[src/logic/codec_ctl_pkg.sv]
// Constants for the codec serial frame interpreter and its control registers.
// Assumes one system clock that also serves as the converter master clock.
package codec_ctl_pkg;

   // Frame layout
   localparam int          FRAME_BITS    = 16;
   localparam int          CW_FLAG_BIT   = 15;
   localparam int          CW_RW_BIT     = 14;
   localparam int          CW_ADDR_HI    = 13;
   localparam int          CW_ADDR_LO    = 11;
   localparam int          CW_REG_HI     = 10;
   localparam int          CW_REG_LO     = 8;
   localparam int          CW_DATA_HI    = 7;
   localparam logic [4:0]  FRAME_COUNT   = 5'h10;
   localparam logic [2:0]  ADDR_SELF     = 3'h0;
   localparam logic [2:0]  ADDR_STEP     = 3'h1;

   // Register indices and reset value
   localparam int          REG_COUNT     = 6;
   localparam logic [2:0]  REG_A         = 3'h0;
   localparam logic [2:0]  REG_B         = 3'h1;
   localparam logic [2:0]  REG_C         = 3'h2;
   localparam logic [2:0]  REG_D         = 3'h3;
   localparam logic [2:0]  REG_E         = 3'h4;
   localparam logic [2:0]  REG_F         = 3'h5;
   localparam logic [7:0]  REG_RESET     = 8'h00;

   // control_reg_a fields
   localparam int          A_OPMODE_BIT  = 0;
   localparam int          A_MIXED_BIT   = 1;
   localparam int          A_DC_LO       = 4;
   localparam int          A_DC_HI       = 6;
   localparam int          A_SWRESET_BIT = 7;
   // control_reg_b rate_select_field
   localparam int          B_RATE_LO     = 0;
   localparam int          B_RATE_HI     = 1;
   // power_control fields
   localparam int          C_DEVICE_BIT  = 0;
   localparam int          C_ADC_BIT     = 3;
   localparam int          C_DAC_BIT     = 4;
   localparam int          C_REF_BIT     = 5;
   localparam int          C_REFOUT_BIT  = 6;
   // gain_mute_control fields
   localparam int          D_IGAIN_LO    = 0;
   localparam int          D_IGAIN_HI    = 2;
   localparam int          D_MODRST_BIT  = 3;
   localparam int          D_OGAIN_LO    = 4;
   localparam int          D_OGAIN_HI    = 6;
   localparam int          D_MUTE_BIT    = 7;
   // dac_advance_bypass fields
   localparam int          E_ADV_LO      = 0;
   localparam int          E_ADV_HI      = 4;
   localparam int          E_BYPASS_BIT  = 5;
   // input_loopback_config fields
   localparam int          F_SINGLE_BIT  = 5;
   localparam int          F_INVERT_BIT  = 6;
   localparam int          F_LOOP_BIT    = 7;

   // Output frame sync dividers, in master clock cycles
   localparam logic [11:0] FS_DIV_SLOW   = 12'h7FF;  // 2048 - 1
   localparam logic [11:0] FS_DIV_BASE   = 12'h0FF;  // 256 - 1, scaled by rate field

endpackage

[src/logic/codec_serial_mode_control.sv]
// Serial frame interpreter and configuration registers of a codec.
// Assumes the host serial port clocks data on rising serial_clock edges.
`timescale 1ns/1ps
module codec_serial_mode_control #(
   parameter int SCLK_HALF = 4
) (
   input  wire logic                                 sys_clk,
   input  wire logic                                 resetn,
   input  wire logic                                 port_enable_pin,
   input  wire logic                                 serial_data_in,
   input  wire logic                                 input_frame_sync,
   output logic                                      serial_clock,
   output logic                                      serial_data_out,
   output logic                                      output_frame_sync,
   input  wire logic [codec_ctl_pkg::FRAME_BITS-1:0] adc_sample,
   output logic      [codec_ctl_pkg::FRAME_BITS-1:0] dac_word,
   output logic                                      dac_valid,
   input  wire logic                                 dac_ready,
   output logic                                      operating_mode_bit,
   output logic                                      mixed_mode_enable,
   output logic      [2:0]                           device_count_field,
   output logic      [1:0]                           rate_select_field,
   output logic                                      device_power_on,
   output logic                                      adc_power_on,
   output logic                                      dac_power_on,
   output logic                                      reference_power_on,
   output logic                                      reference_output_use,
   output logic      [2:0]                           input_gain_select,
   output logic                                      modulator_hold_reset,
   output logic      [2:0]                           output_gain_select,
   output logic                                      output_mute,
   output logic      [4:0]                           dac_advance_setting,
   output logic                                      interpolator_bypass,
   output logic                                      single_ended_select,
   output logic                                      input_polarity_flip,
   output logic                                      analog_loopback
);
   import codec_ctl_pkg::*;

   localparam int HALF_W = $clog2(SCLK_HALF + 1);
   localparam logic [HALF_W-1:0] HALF_LAST = HALF_W'(SCLK_HALF - 1);

   // Pin synchronisers: index 0 enable, 1 data, 2 frame sync
   logic [2:0]             sync1_q;
   logic [2:0]             sync2_q;
   logic                   enable_s;
   logic                   sdi_s;
   logic                   ifs_s;

   logic [HALF_W-1:0]      half_q;
   logic                   sclk_q;
   logic                   rise_tick;
   logic                   fall_tick;

   logic [11:0]            fs_cnt_q;
   logic [11:0]            fs_last;
   logic                   start_q;
   logic [FRAME_BITS-1:0]  tx_shift_q;
   logic [4:0]             tx_cnt_q;
   logic                   ofs_q;
   logic                   sdo_q;

   logic [FRAME_BITS-1:0]  rx_shift_q;
   logic [4:0]             rx_cnt_q;
   logic                   rx_done_q;

   logic [FRAME_BITS-1:0]  frame_q;
   logic                   pend_q;
   logic [FRAME_BITS-1:0]  fwd_word_q;
   logic                   fwd_valid_q;
   logic [7:0]             regs_q [REG_COUNT];
   logic                   rate_set_q;
   logic [2:0]             dcnt_q;

   logic                   config_open;
   logic                   is_control;
   logic                   is_data;
   logic                   data_mine;
   logic                   go;
   logic [2:0]             addr;
   logic [2:0]             sel;
   logic [7:0]             read_val;
   logic                   do_write;
   logic                   do_read;
   logic                   do_forward;
   logic                   do_swreset;
   logic [FRAME_BITS-1:0]  dac_in;
   logic                   dac_push;
   logic                   dac_in_ready;
   logic                   tx_load;

   // Two-flop synchronisers
   always_ff @(posedge sys_clk or negedge resetn)
   begin
      if (!resetn)
      begin
         sync1_q <= 3'h0;
         sync2_q <= 3'h0;
      end
      else
      begin
         sync1_q <= {input_frame_sync, serial_data_in, port_enable_pin};
         sync2_q <= sync1_q;
      end
   end
   assign enable_s = sync2_q[0];
   assign sdi_s    = sync2_q[1];
   assign ifs_s    = sync2_q[2];

   // Serial clock divider
   always_ff @(posedge sys_clk or negedge resetn)
   begin
      if (!resetn)
      begin
         half_q <= '0;
         sclk_q <= 1'b0;
      end
      else if (half_q == HALF_LAST)
      begin
         half_q <= '0;
         sclk_q <= ~sclk_q;
      end
      else
         half_q <= half_q + HALF_W'(1);
   end
   assign rise_tick    = (half_q == HALF_LAST) && !sclk_q;
   assign fall_tick    = (half_q == HALF_LAST) && sclk_q;
   assign serial_clock = sclk_q;

   // Sample event timer
   assign fs_last = rate_set_q ? 12'({FS_DIV_BASE, 3'h7} >> regs_q[REG_B][B_RATE_HI:B_RATE_LO])
                               : FS_DIV_SLOW;
   always_ff @(posedge sys_clk or negedge resetn)
   begin
      if (!resetn)
      begin
         fs_cnt_q <= 12'h000;
         start_q  <= 1'b0;
      end
      else
      begin
         if (fs_cnt_q >= fs_last)
            fs_cnt_q <= 12'h000;
         else
            fs_cnt_q <= fs_cnt_q + 12'h001;
         if (fs_cnt_q >= fs_last && enable_s)
            start_q <= 1'b1;
         else if (tx_load)
            start_q <= 1'b0;
      end
   end

   // Transmitter: one frame sync bit, then sixteen data bits
   assign tx_load = rise_tick && start_q && (tx_cnt_q == 5'h00);
   always_ff @(posedge sys_clk or negedge resetn)
   begin
      if (!resetn)
      begin
         tx_shift_q <= '0;
         tx_cnt_q   <= 5'h00;
         ofs_q      <= 1'b0;
         sdo_q      <= 1'b0;
      end
      else if (rise_tick)
      begin
         ofs_q <= 1'b0;
         if (tx_cnt_q != 5'h00)
         begin
            sdo_q      <= tx_shift_q[FRAME_BITS-1];
            tx_shift_q <= tx_shift_q << 1;
            tx_cnt_q   <= tx_cnt_q - 5'h01;
         end
         else if (start_q)
         begin
            ofs_q    <= 1'b1;
            tx_cnt_q <= FRAME_COUNT;
            if (fwd_valid_q)
               tx_shift_q <= fwd_word_q;
            else if (mixed_mode_enable && operating_mode_bit)
               tx_shift_q <= {1'b0, adc_sample[FRAME_BITS-2:0]};
            else
               tx_shift_q <= adc_sample;
         end
      end
   end
   assign output_frame_sync = ofs_q;
   assign serial_data_out   = sdo_q;

   // Receiver: frame sync bit, then sixteen bits MSB first, sampled on falling serial clock
   always_ff @(posedge sys_clk or negedge resetn)
   begin
      if (!resetn)
      begin
         rx_shift_q <= '0;
         rx_cnt_q   <= 5'h00;
         rx_done_q  <= 1'b0;
      end
      else
      begin
         rx_done_q <= 1'b0;
         if (fall_tick)
         begin
            if (rx_cnt_q != 5'h00)
            begin
               rx_shift_q <= {rx_shift_q[FRAME_BITS-2:0], sdi_s};
               rx_cnt_q   <= rx_cnt_q - 5'h01;
               rx_done_q  <= (rx_cnt_q == 5'h01);
            end
            else if (ifs_s)
               rx_cnt_q <= FRAME_COUNT;
         end
      end
   end

   // Frame decode
   assign config_open = !operating_mode_bit || mixed_mode_enable;
   assign is_control  = frame_q[CW_FLAG_BIT] && config_open;
   assign is_data     = operating_mode_bit && !(mixed_mode_enable && frame_q[CW_FLAG_BIT]);
   assign data_mine   = is_data && (dcnt_q == device_count_field);
   assign addr        = frame_q[CW_ADDR_HI:CW_ADDR_LO];
   assign sel         = frame_q[CW_REG_HI:CW_REG_LO];
   assign read_val    = (sel <= REG_F) ? regs_q[sel] : REG_RESET;
   assign go          = pend_q && !(data_mine && !dac_in_ready);
   assign do_forward  = go && is_control && (addr != ADDR_SELF);
   assign do_write    = go && is_control && (addr == ADDR_SELF) && !frame_q[CW_RW_BIT];
   assign do_read     = go && is_control && (addr == ADDR_SELF) && frame_q[CW_RW_BIT];
   assign do_swreset  = do_write && (sel == REG_A) && frame_q[A_SWRESET_BIT];
   assign dac_push    = go && data_mine;
   assign dac_in      = mixed_mode_enable ? {frame_q[FRAME_BITS-2:0], 1'b0} : frame_q;

   // Received frame holding stage
   always_ff @(posedge sys_clk or negedge resetn)
   begin
      if (!resetn)
      begin
         frame_q <= '0;
         pend_q  <= 1'b0;
      end
      else if (rx_done_q)
      begin
         frame_q <= rx_shift_q;
         pend_q  <= 1'b1;
      end
      else if (go)
         pend_q <= 1'b0;
   end

   // Forwarded or read-back word for the next output frame
   always_ff @(posedge sys_clk or negedge resetn)
   begin
      if (!resetn)
      begin
         fwd_word_q  <= '0;
         fwd_valid_q <= 1'b0;
      end
      else if (do_forward)
      begin
         fwd_word_q  <= {frame_q[CW_FLAG_BIT:CW_RW_BIT], addr - ADDR_STEP, frame_q[CW_REG_HI:0]};
         fwd_valid_q <= 1'b1;
      end
      else if (do_read)
      begin
         fwd_word_q  <= {frame_q[CW_FLAG_BIT:CW_REG_LO], read_val};
         fwd_valid_q <= 1'b1;
      end
      else if (tx_load)
         fwd_valid_q <= 1'b0;
   end

   // Control registers; software reset returns all to default
   always_ff @(posedge sys_clk or negedge resetn)
   begin
      if (!resetn)
      begin
         for (int i = 0; i < REG_COUNT; i++)
            regs_q[i] <= REG_RESET;
         rate_set_q <= 1'b0;
      end
      else if (do_swreset)
      begin
         for (int i = 0; i < REG_COUNT; i++)
            regs_q[i] <= REG_RESET;
         rate_set_q <= 1'b0;
      end
      else if (do_write && sel <= REG_F)
      begin
         regs_q[sel] <= frame_q[CW_DATA_HI:0];
         if (sel == REG_B)
            rate_set_q <= 1'b1;
      end
   end

   // Input frame counter for cascade DAC updates
   always_ff @(posedge sys_clk or negedge resetn)
   begin
      if (!resetn)
         dcnt_q <= 3'h0;
      else if (do_swreset || !operating_mode_bit)
         dcnt_q <= 3'h0;
      else if (go && is_data)
      begin
         if (dcnt_q == device_count_field)
            dcnt_q <= 3'h0;
         else
            dcnt_q <= dcnt_q + 3'h1;
      end
   end

   two_entry_buffer #(
      .WIDTH     (FRAME_BITS)
   ) dac_buffer (
      .sys_clk   (sys_clk),
      .resetn    (resetn),
      .in_valid  (dac_push),
      .in_ready  (dac_in_ready),
      .in_data   (dac_in),
      .out_valid (dac_valid),
      .out_ready (dac_ready),
      .out_data  (dac_word)
   );

   // Configuration outputs
   assign operating_mode_bit   = regs_q[REG_A][A_OPMODE_BIT];
   assign mixed_mode_enable    = regs_q[REG_A][A_MIXED_BIT];
   assign device_count_field   = regs_q[REG_A][A_DC_HI:A_DC_LO];
   assign rate_select_field    = regs_q[REG_B][B_RATE_HI:B_RATE_LO];
   assign device_power_on      = regs_q[REG_C][C_DEVICE_BIT];
   assign adc_power_on         = regs_q[REG_C][C_ADC_BIT];
   assign dac_power_on         = regs_q[REG_C][C_DAC_BIT];
   assign reference_power_on   = regs_q[REG_C][C_REF_BIT];
   assign reference_output_use = regs_q[REG_C][C_REFOUT_BIT];
   assign input_gain_select    = regs_q[REG_D][D_IGAIN_HI:D_IGAIN_LO];
   assign modulator_hold_reset = regs_q[REG_D][D_MODRST_BIT];
   assign output_gain_select   = regs_q[REG_D][D_OGAIN_HI:D_OGAIN_LO];
   assign output_mute          = regs_q[REG_D][D_MUTE_BIT];
   assign dac_advance_setting  = regs_q[REG_E][E_ADV_HI:E_ADV_LO];
   assign interpolator_bypass  = regs_q[REG_E][E_BYPASS_BIT];
   assign single_ended_select  = regs_q[REG_F][F_SINGLE_BIT];
   assign input_polarity_flip  = regs_q[REG_F][F_INVERT_BIT];
   assign analog_loopback      = regs_q[REG_F][F_LOOP_BIT];

endmodule // codec_serial_mode_control

[src/logic/two_entry_buffer.sv]
// Two-entry valid/ready buffer for DAC words.
// Assumes both sides run on sys_clk; out_ready may stall at any time.
`timescale 1ns/1ps
module two_entry_buffer #(
   parameter int WIDTH = 16
) (
   input  wire logic             sys_clk,
   input  wire logic             resetn,
   input  wire logic             in_valid,
   output logic                  in_ready,
   input  wire logic [WIDTH-1:0] in_data,
   output logic                  out_valid,
   input  wire logic             out_ready,
   output logic      [WIDTH-1:0] out_data
);
   logic [WIDTH-1:0] mem_q [2];
   logic             wr_ptr_q;
   logic             rd_ptr_q;
   logic [1:0]       count_q;
   logic             push;
   logic             pop;

   assign in_ready  = (count_q != 2'h2);
   assign out_valid = (count_q != 2'h0);
   assign out_data  = mem_q[rd_ptr_q];
   assign push      = in_valid && in_ready;
   assign pop       = out_valid && out_ready;

   always_ff @(posedge sys_clk or negedge resetn)
   begin
      if (!resetn)
      begin
         wr_ptr_q <= 1'b0;
         rd_ptr_q <= 1'b0;
         count_q  <= 2'h0;
      end
      else
      begin
         if (push)
            wr_ptr_q <= ~wr_ptr_q;
         if (pop)
            rd_ptr_q <= ~rd_ptr_q;
         if (push && !pop)
            count_q <= count_q + 2'h1;
         else if (pop && !push)
            count_q <= count_q - 2'h1;
      end
   end

   always_ff @(posedge sys_clk)
   begin
      if (push)
         mem_q[wr_ptr_q] <= in_data;
   end
endmodule // two_entry_buffer

[config.mk]
export PLATFORM = sky130hd
export DESIGN_NAME = codec_serial_mode_control
export DESIGN_NICKNAME = d
export VERILOG_FILES = /design/src/logic/codec_ctl_pkg.sv /design/src/logic/codec_serial_mode_control.sv /design/src/logic/two_entry_buffer.sv
export SDC_FILE = /design/constraint.sdc
export NUM_CORES = 1
export LEC_CHECK = 0
export BUFFER_PORTS_ARGS = -buffer_cell sky130_fd_sc_hd__buf_2
export CORE_AREA = 3 3 229 119
export CTS_CLUSTER_DIAMETER = 120
export DETAILED_ROUTE_END_ITERATION = 10
export DIE_AREA = 0 0 232 122
export PLACE_DENSITY_LB_ADDON = 0.1
export SETUP_SLACK_MARGIN = 0.5
export SLEW_MARGIN = 25
export SYNTH_ARGS = -nofsm -noshare
export SYNTH_HDL_FRONTEND = slang
export SYNTH_HIERARCHICAL = 1
export SYNTH_SLANG_ARGS = --single-unit
[constraint.sdc]
create_clock -name sys_clk -period 7.7 [get_ports sys_clk]
set_input_delay 1.54 -clock sys_clk [delete_from_list [all_inputs] [get_ports sys_clk]]
set_output_delay 1.54 -clock sys_clk [all_outputs]
set_load 0.005 [all_outputs]
==> results.md <==
- The total leakage power is 4.38 nW.
- The DRC marker count from the first detailed-route iteration is 432.
- The count of antenna-violating nets left after detailed routing is 0.
- The total half-perimeter wirelength after legalization and detailed placement is 14.6 mm.
- The tree is rooted in a sky130_fd_sc_hd__clkbuf_16.
- Data on the critical path arrives at its endpoint at 1.90 ns.
- The die is 232 um wide.
- The number of antenna violations at the first check in global routing is 1.
- The top-level I/O count is 71.
- Counting flops and latches in the post-synthesis netlist gives 190.
- The share of the Yosys chip area taken by registers is 0.556.
- The weighted congestion reported at the end of routability-driven placement is 0.779.
- In this run the power density over the cells is 192 mW/mm^2.
- Of all nets on the critical path, the largest fanout is 17.
- The number of buffers on the longest clock path is 2.
- At the pin with the least slew margin, the transition time is 0.967 ns.
- The clock reaches the later pin of the worst-skew pair after 0.44 ns.
- The library cell used most frequently in the layout, excluding fill and tap cells, is sky130_fd_sc_hd__dfrtp_1.
- The max capacitance violation total is 0.
- The placed instances occupy a cell area of 0.00937 sq mm.
- Before CTS, the worst setup slack after placement is 4.47 ns.
- The completed layout was analyzed and its total power is 0.00191 W.
- The detail-routed net length per standard cell is 18.8 um.
- The category of the worst setup path launch point is a flop.
- The wire length of the first global-routing pass is 34.0 mm.
- The class of the tightest hold or removal check is flop to flop.
- The final-report max-slew violation count is 0.
- Across the VDD grid, the largest voltage drop is 147 uV.
- The cell area that synthesis handed to floorplanning was 0.00884 sq mm.
- Entering global routing, the biggest net connects 92 pins.
- For this run, design rule violations remaining after detail routing come to 0.
- Input and output buffers added on the ports amount to 70.
- The average cell area after synthesis is 11.6 sq um.
- Counting I/O delays and the setup requirement, the final critical path takes 3.44 ns.
- Dividing the detail-routed via count by the number of cells gives 5.02.
- The via count of the first global-routing pass is 5545.
- In the synthesized netlist, the number of instances is 763.
- The number of hold violations in the final report came to 0.
- Across the routed clock network, the largest skew measured is 0.00881 ns.
- The worst setup path is captured at a primary output.
- The number of different library cells in the post-synthesis netlist is 56.
- Once the clock tree was built, the setup fixing pass inserted 0 buffers.
- The via total after detailed routing is 5789.
- The share of the core filled with cells is 0.395.
- The flip-flop cell with the highest count after synthesis is sky130_fd_sc_hd__dfrtp_1.
- Yosys printed 6 warnings.
- The number of resized instances in the post-cts repair step is 0.
- The routed design has 21.7 mm of wire.
- The layout filler cell count is 2482.
- The clock drives 190 sinks.
- Compared with the post-synthesis result, the final layout area differs by 12.4%.
- The maximum level of the CTS H-tree is 4.
- After clock tree synthesis, the clock-pin slew on the worst setup and hold paths is 0.06 ns.
- The full die area is 0.0283 sq mm.
- The synthesized design contains 32 enable-type register cells.
- Setup repair after global routing left no endpoint under its margin.
- The final worst-path setup slack is 4.26 ns.
- The die is 122 um tall.
- TritonCTS built the clock tree.
- The largest total area in the synthesized netlist belongs to sky130_fd_sc_hd__dfrtp_1.
- The critical path in this run is classified as flop to primary output.
- The worst pin sits at a relative slew slack of 0.356.
- For this configuration, the core starts out at a cell density of 0.352.
- The final clock period utilization by the worst path is 0.446.
- The share of synthesized area in the top cell type comes to 0.447.
- After floorplanning, the core was divided into 41 placement rows.
- After routing the design area is 0.00993 sq mm.
- Across every metal layer, demand over resource in global routing totals 0.160.
- The post-synth net total is 797.
- In this run the standard cell core region covers 0.0251 sq mm.
- The proportion of synthesized flip-flops having asynchronous set or reset is 0.832.
- For the worst setup path, the data required time is 6.16 ns.
- The final count of negative-setup-slack endpoints is 0.
- The number of optimization iterations in the first detailed-route pass is 5.
- The cts-stage hold buffer count is 0.
- The maximum operating frequency is 291 MHz.
- Global routing finished with a remaining overflow of 0.
- The flow ran to the end, and the final reports show no timing, DRC or antenna violations.
- The number of nets in the finished design is 830.
- Summed over all failing endpoints, the final setup total negative slack is 0 ns.
- The share of cells above drive strength 1 is 0.245.
- Leaving out fill and tap cells, the most frequent cells in the layout are sky130_fd_sc_hd__dfrtp_1, sky130_fd_sc_hd__mux2_2, sky130_fd_sc_hd__buf_2, sky130_fd_sc_hd__nand2_1, sky130_fd_sc_hd__nor2_1.
- Ranked by total cell area, the synthesized netlist is headed by sky130_fd_sc_hd__dfrtp_1, sky130_fd_sc_hd__edfxtp_1, sky130_fd_sc_hd__mux2_2.
- The total clock buffers created by CTS is 17.
-- worst max-delay path: stages, from the launching register on --
cell	delay, ns
sky130_fd_sc_hd__dfrtp_1	0.92
sky130_fd_sc_hd__mux2_2	0.41
sky130_fd_sc_hd__buf_2	0.13
-- state kept, by name, indices dropped and copies added (netlist names), 12 cells and up --
name,flops
tx_shift_q,16
dac_buffer/mem_q,32
frame_q,16
rx_shift_q,16
fs_cnt_q,12
fwd_word_q,16
regs_q,19
-- routing by layer --
| metal | track usage | up-vias | share of wire |
|---|---|---|---|
| met5 | 0 | - | 0 |
| met4 | 0.0406 | 0 | 0.0031 |
| met3 | 0.0388 | 4 | 0.043 |
| met2 | 0.217 | 92 | 0.42 |
| met1 | 0.249 | 2918 | 0.53 |
| li1 | - | 2775 | - |
-- kinds of logic after synthesis --
group,share of synthesized area
AO/OA/AOI/OAI,0.110
adder cells (fa/ha/maj),0.0170
flip-flops,0.556
buffers and inverters,0.0460
AND/OR/NAND/NOR,0.116
multiplexers,0.136
XOR/XNOR,0.0188
-- metrics by stage --
step / hold WS (ns) / instances
2_1_floorplan: 0.331 / 763
3_3_place_gp: 0.337 / 1121
3_5_place_dp: 0.335 / 1121
4_1_cts: 0.350 / 1153
5_1_grt: 0.356 / 1153
6_report: 0.348 / 1154
-- Yosys cell counts (3+ instances only) --
library cell	count
sky130_fd_sc_hd__nor2b_1	14
sky130_fd_sc_hd__xnor2_1	8
sky130_fd_sc_hd__mux2_4	9
sky130_fd_sc_hd__inv_1	16
sky130_fd_sc_hd__and3_1	7
sky130_fd_sc_hd__nand2b_1	6
sky130_fd_sc_hd__nand3b_1	3
sky130_fd_sc_hd__buf_1	4
sky130_fd_sc_hd__mux2_2	73
sky130_fd_sc_hd__dfrtp_1	158
sky130_fd_sc_hd__a21o_1	6
sky130_fd_sc_hd__ha_1	12
sky130_fd_sc_hd__nand4_1	4
sky130_fd_sc_hd__nor2_1	57
sky130_fd_sc_hd__or3_1	6
sky130_fd_sc_hd__o22ai_1	8
sky130_fd_sc_hd__nor3_1	18
sky130_fd_sc_hd__and2_1	3
sky130_fd_sc_hd__a211o_1	8
sky130_fd_sc_hd__mux2i_1	24
sky130_fd_sc_hd__clkbuf_1	38
sky130_fd_sc_hd__o21ai_0	42
sky130_fd_sc_hd__buf_2	3
sky130_fd_sc_hd__xor2_1	11
sky130_fd_sc_hd__a22o_1	26
sky130_fd_sc_hd__nand3_1	8
sky130_fd_sc_hd__a22oi_1	8
sky130_fd_sc_hd__nor4b_1	3
sky130_fd_sc_hd__nor4_1	3
sky130_fd_sc_hd__a221oi_1	8
sky130_fd_sc_hd__nand2_1	59
sky130_fd_sc_hd__buf_4	16
sky130_fd_sc_hd__buf_6	3
sky130_fd_sc_hd__edfxtp_1	32
sky130_fd_sc_hd__a21oi_1	35
-- final timing paths --
| kind | start | slack [ns] | to | cells past startpoint |
|---|---|---|---|---|
| setup / recovery | dac_buffer/rd_ptr_q$_DFFE_PN0P_ | 4.26 | dac_word[15] | 2 |
| hold / removal | sync1_q[1]$_DFF_PN0_ | 0.35 | sync2_q[1]$_DFF_PN0_ | 0 |
| setup reg to reg | frame_q[11]$_DFFE_PN0P_ | 4.76 | regs_q[42]$_DFFE_PN0P_ | 7 |
| hold reg to reg | sync1_q[1]$_DFF_PN0_ | 0.35 | sync2_q[1]$_DFF_PN0_ | 0 |
| max in group asynchronous | resetn | 5.06 | tx_shift_q[11]$_DFFE_PN0P_ | 2 |
| min in group asynchronous | resetn | 1.15 | fs_cnt_q[11]$_DFF_PN0_ | 1 |
-- final cells by class --
| class | count | area [sq um] | share of cell area |
|---|---|---|---|
| clock inverters | 7 | 62.6 | 0.00630 |
| multi-input cells | 492 | 3550 | 0.357 |
| flip-flops and latches | 190 | 4910 | 0.495 |
| inverters | 16 | 60.1 | 0.00605 |
| repair buffers | 79 | 424 | 0.0427 |
| well taps | 344 | 430 | 0.0433 |
| clock buffers | 25 | 489 | 0.0493 |
| diodes | 1 | 2.50 | 0.000252 |
-- power breakdown --
part	total [W]	internal (W)	switching [W]
combinational	0.0000382	0.0000130	0.0000252
clock	0.000838	0.000473	0.000366
sequential	0.00103	0.00102	0.00000489
No activity file was read; power rests on OpenSTA's default activity.
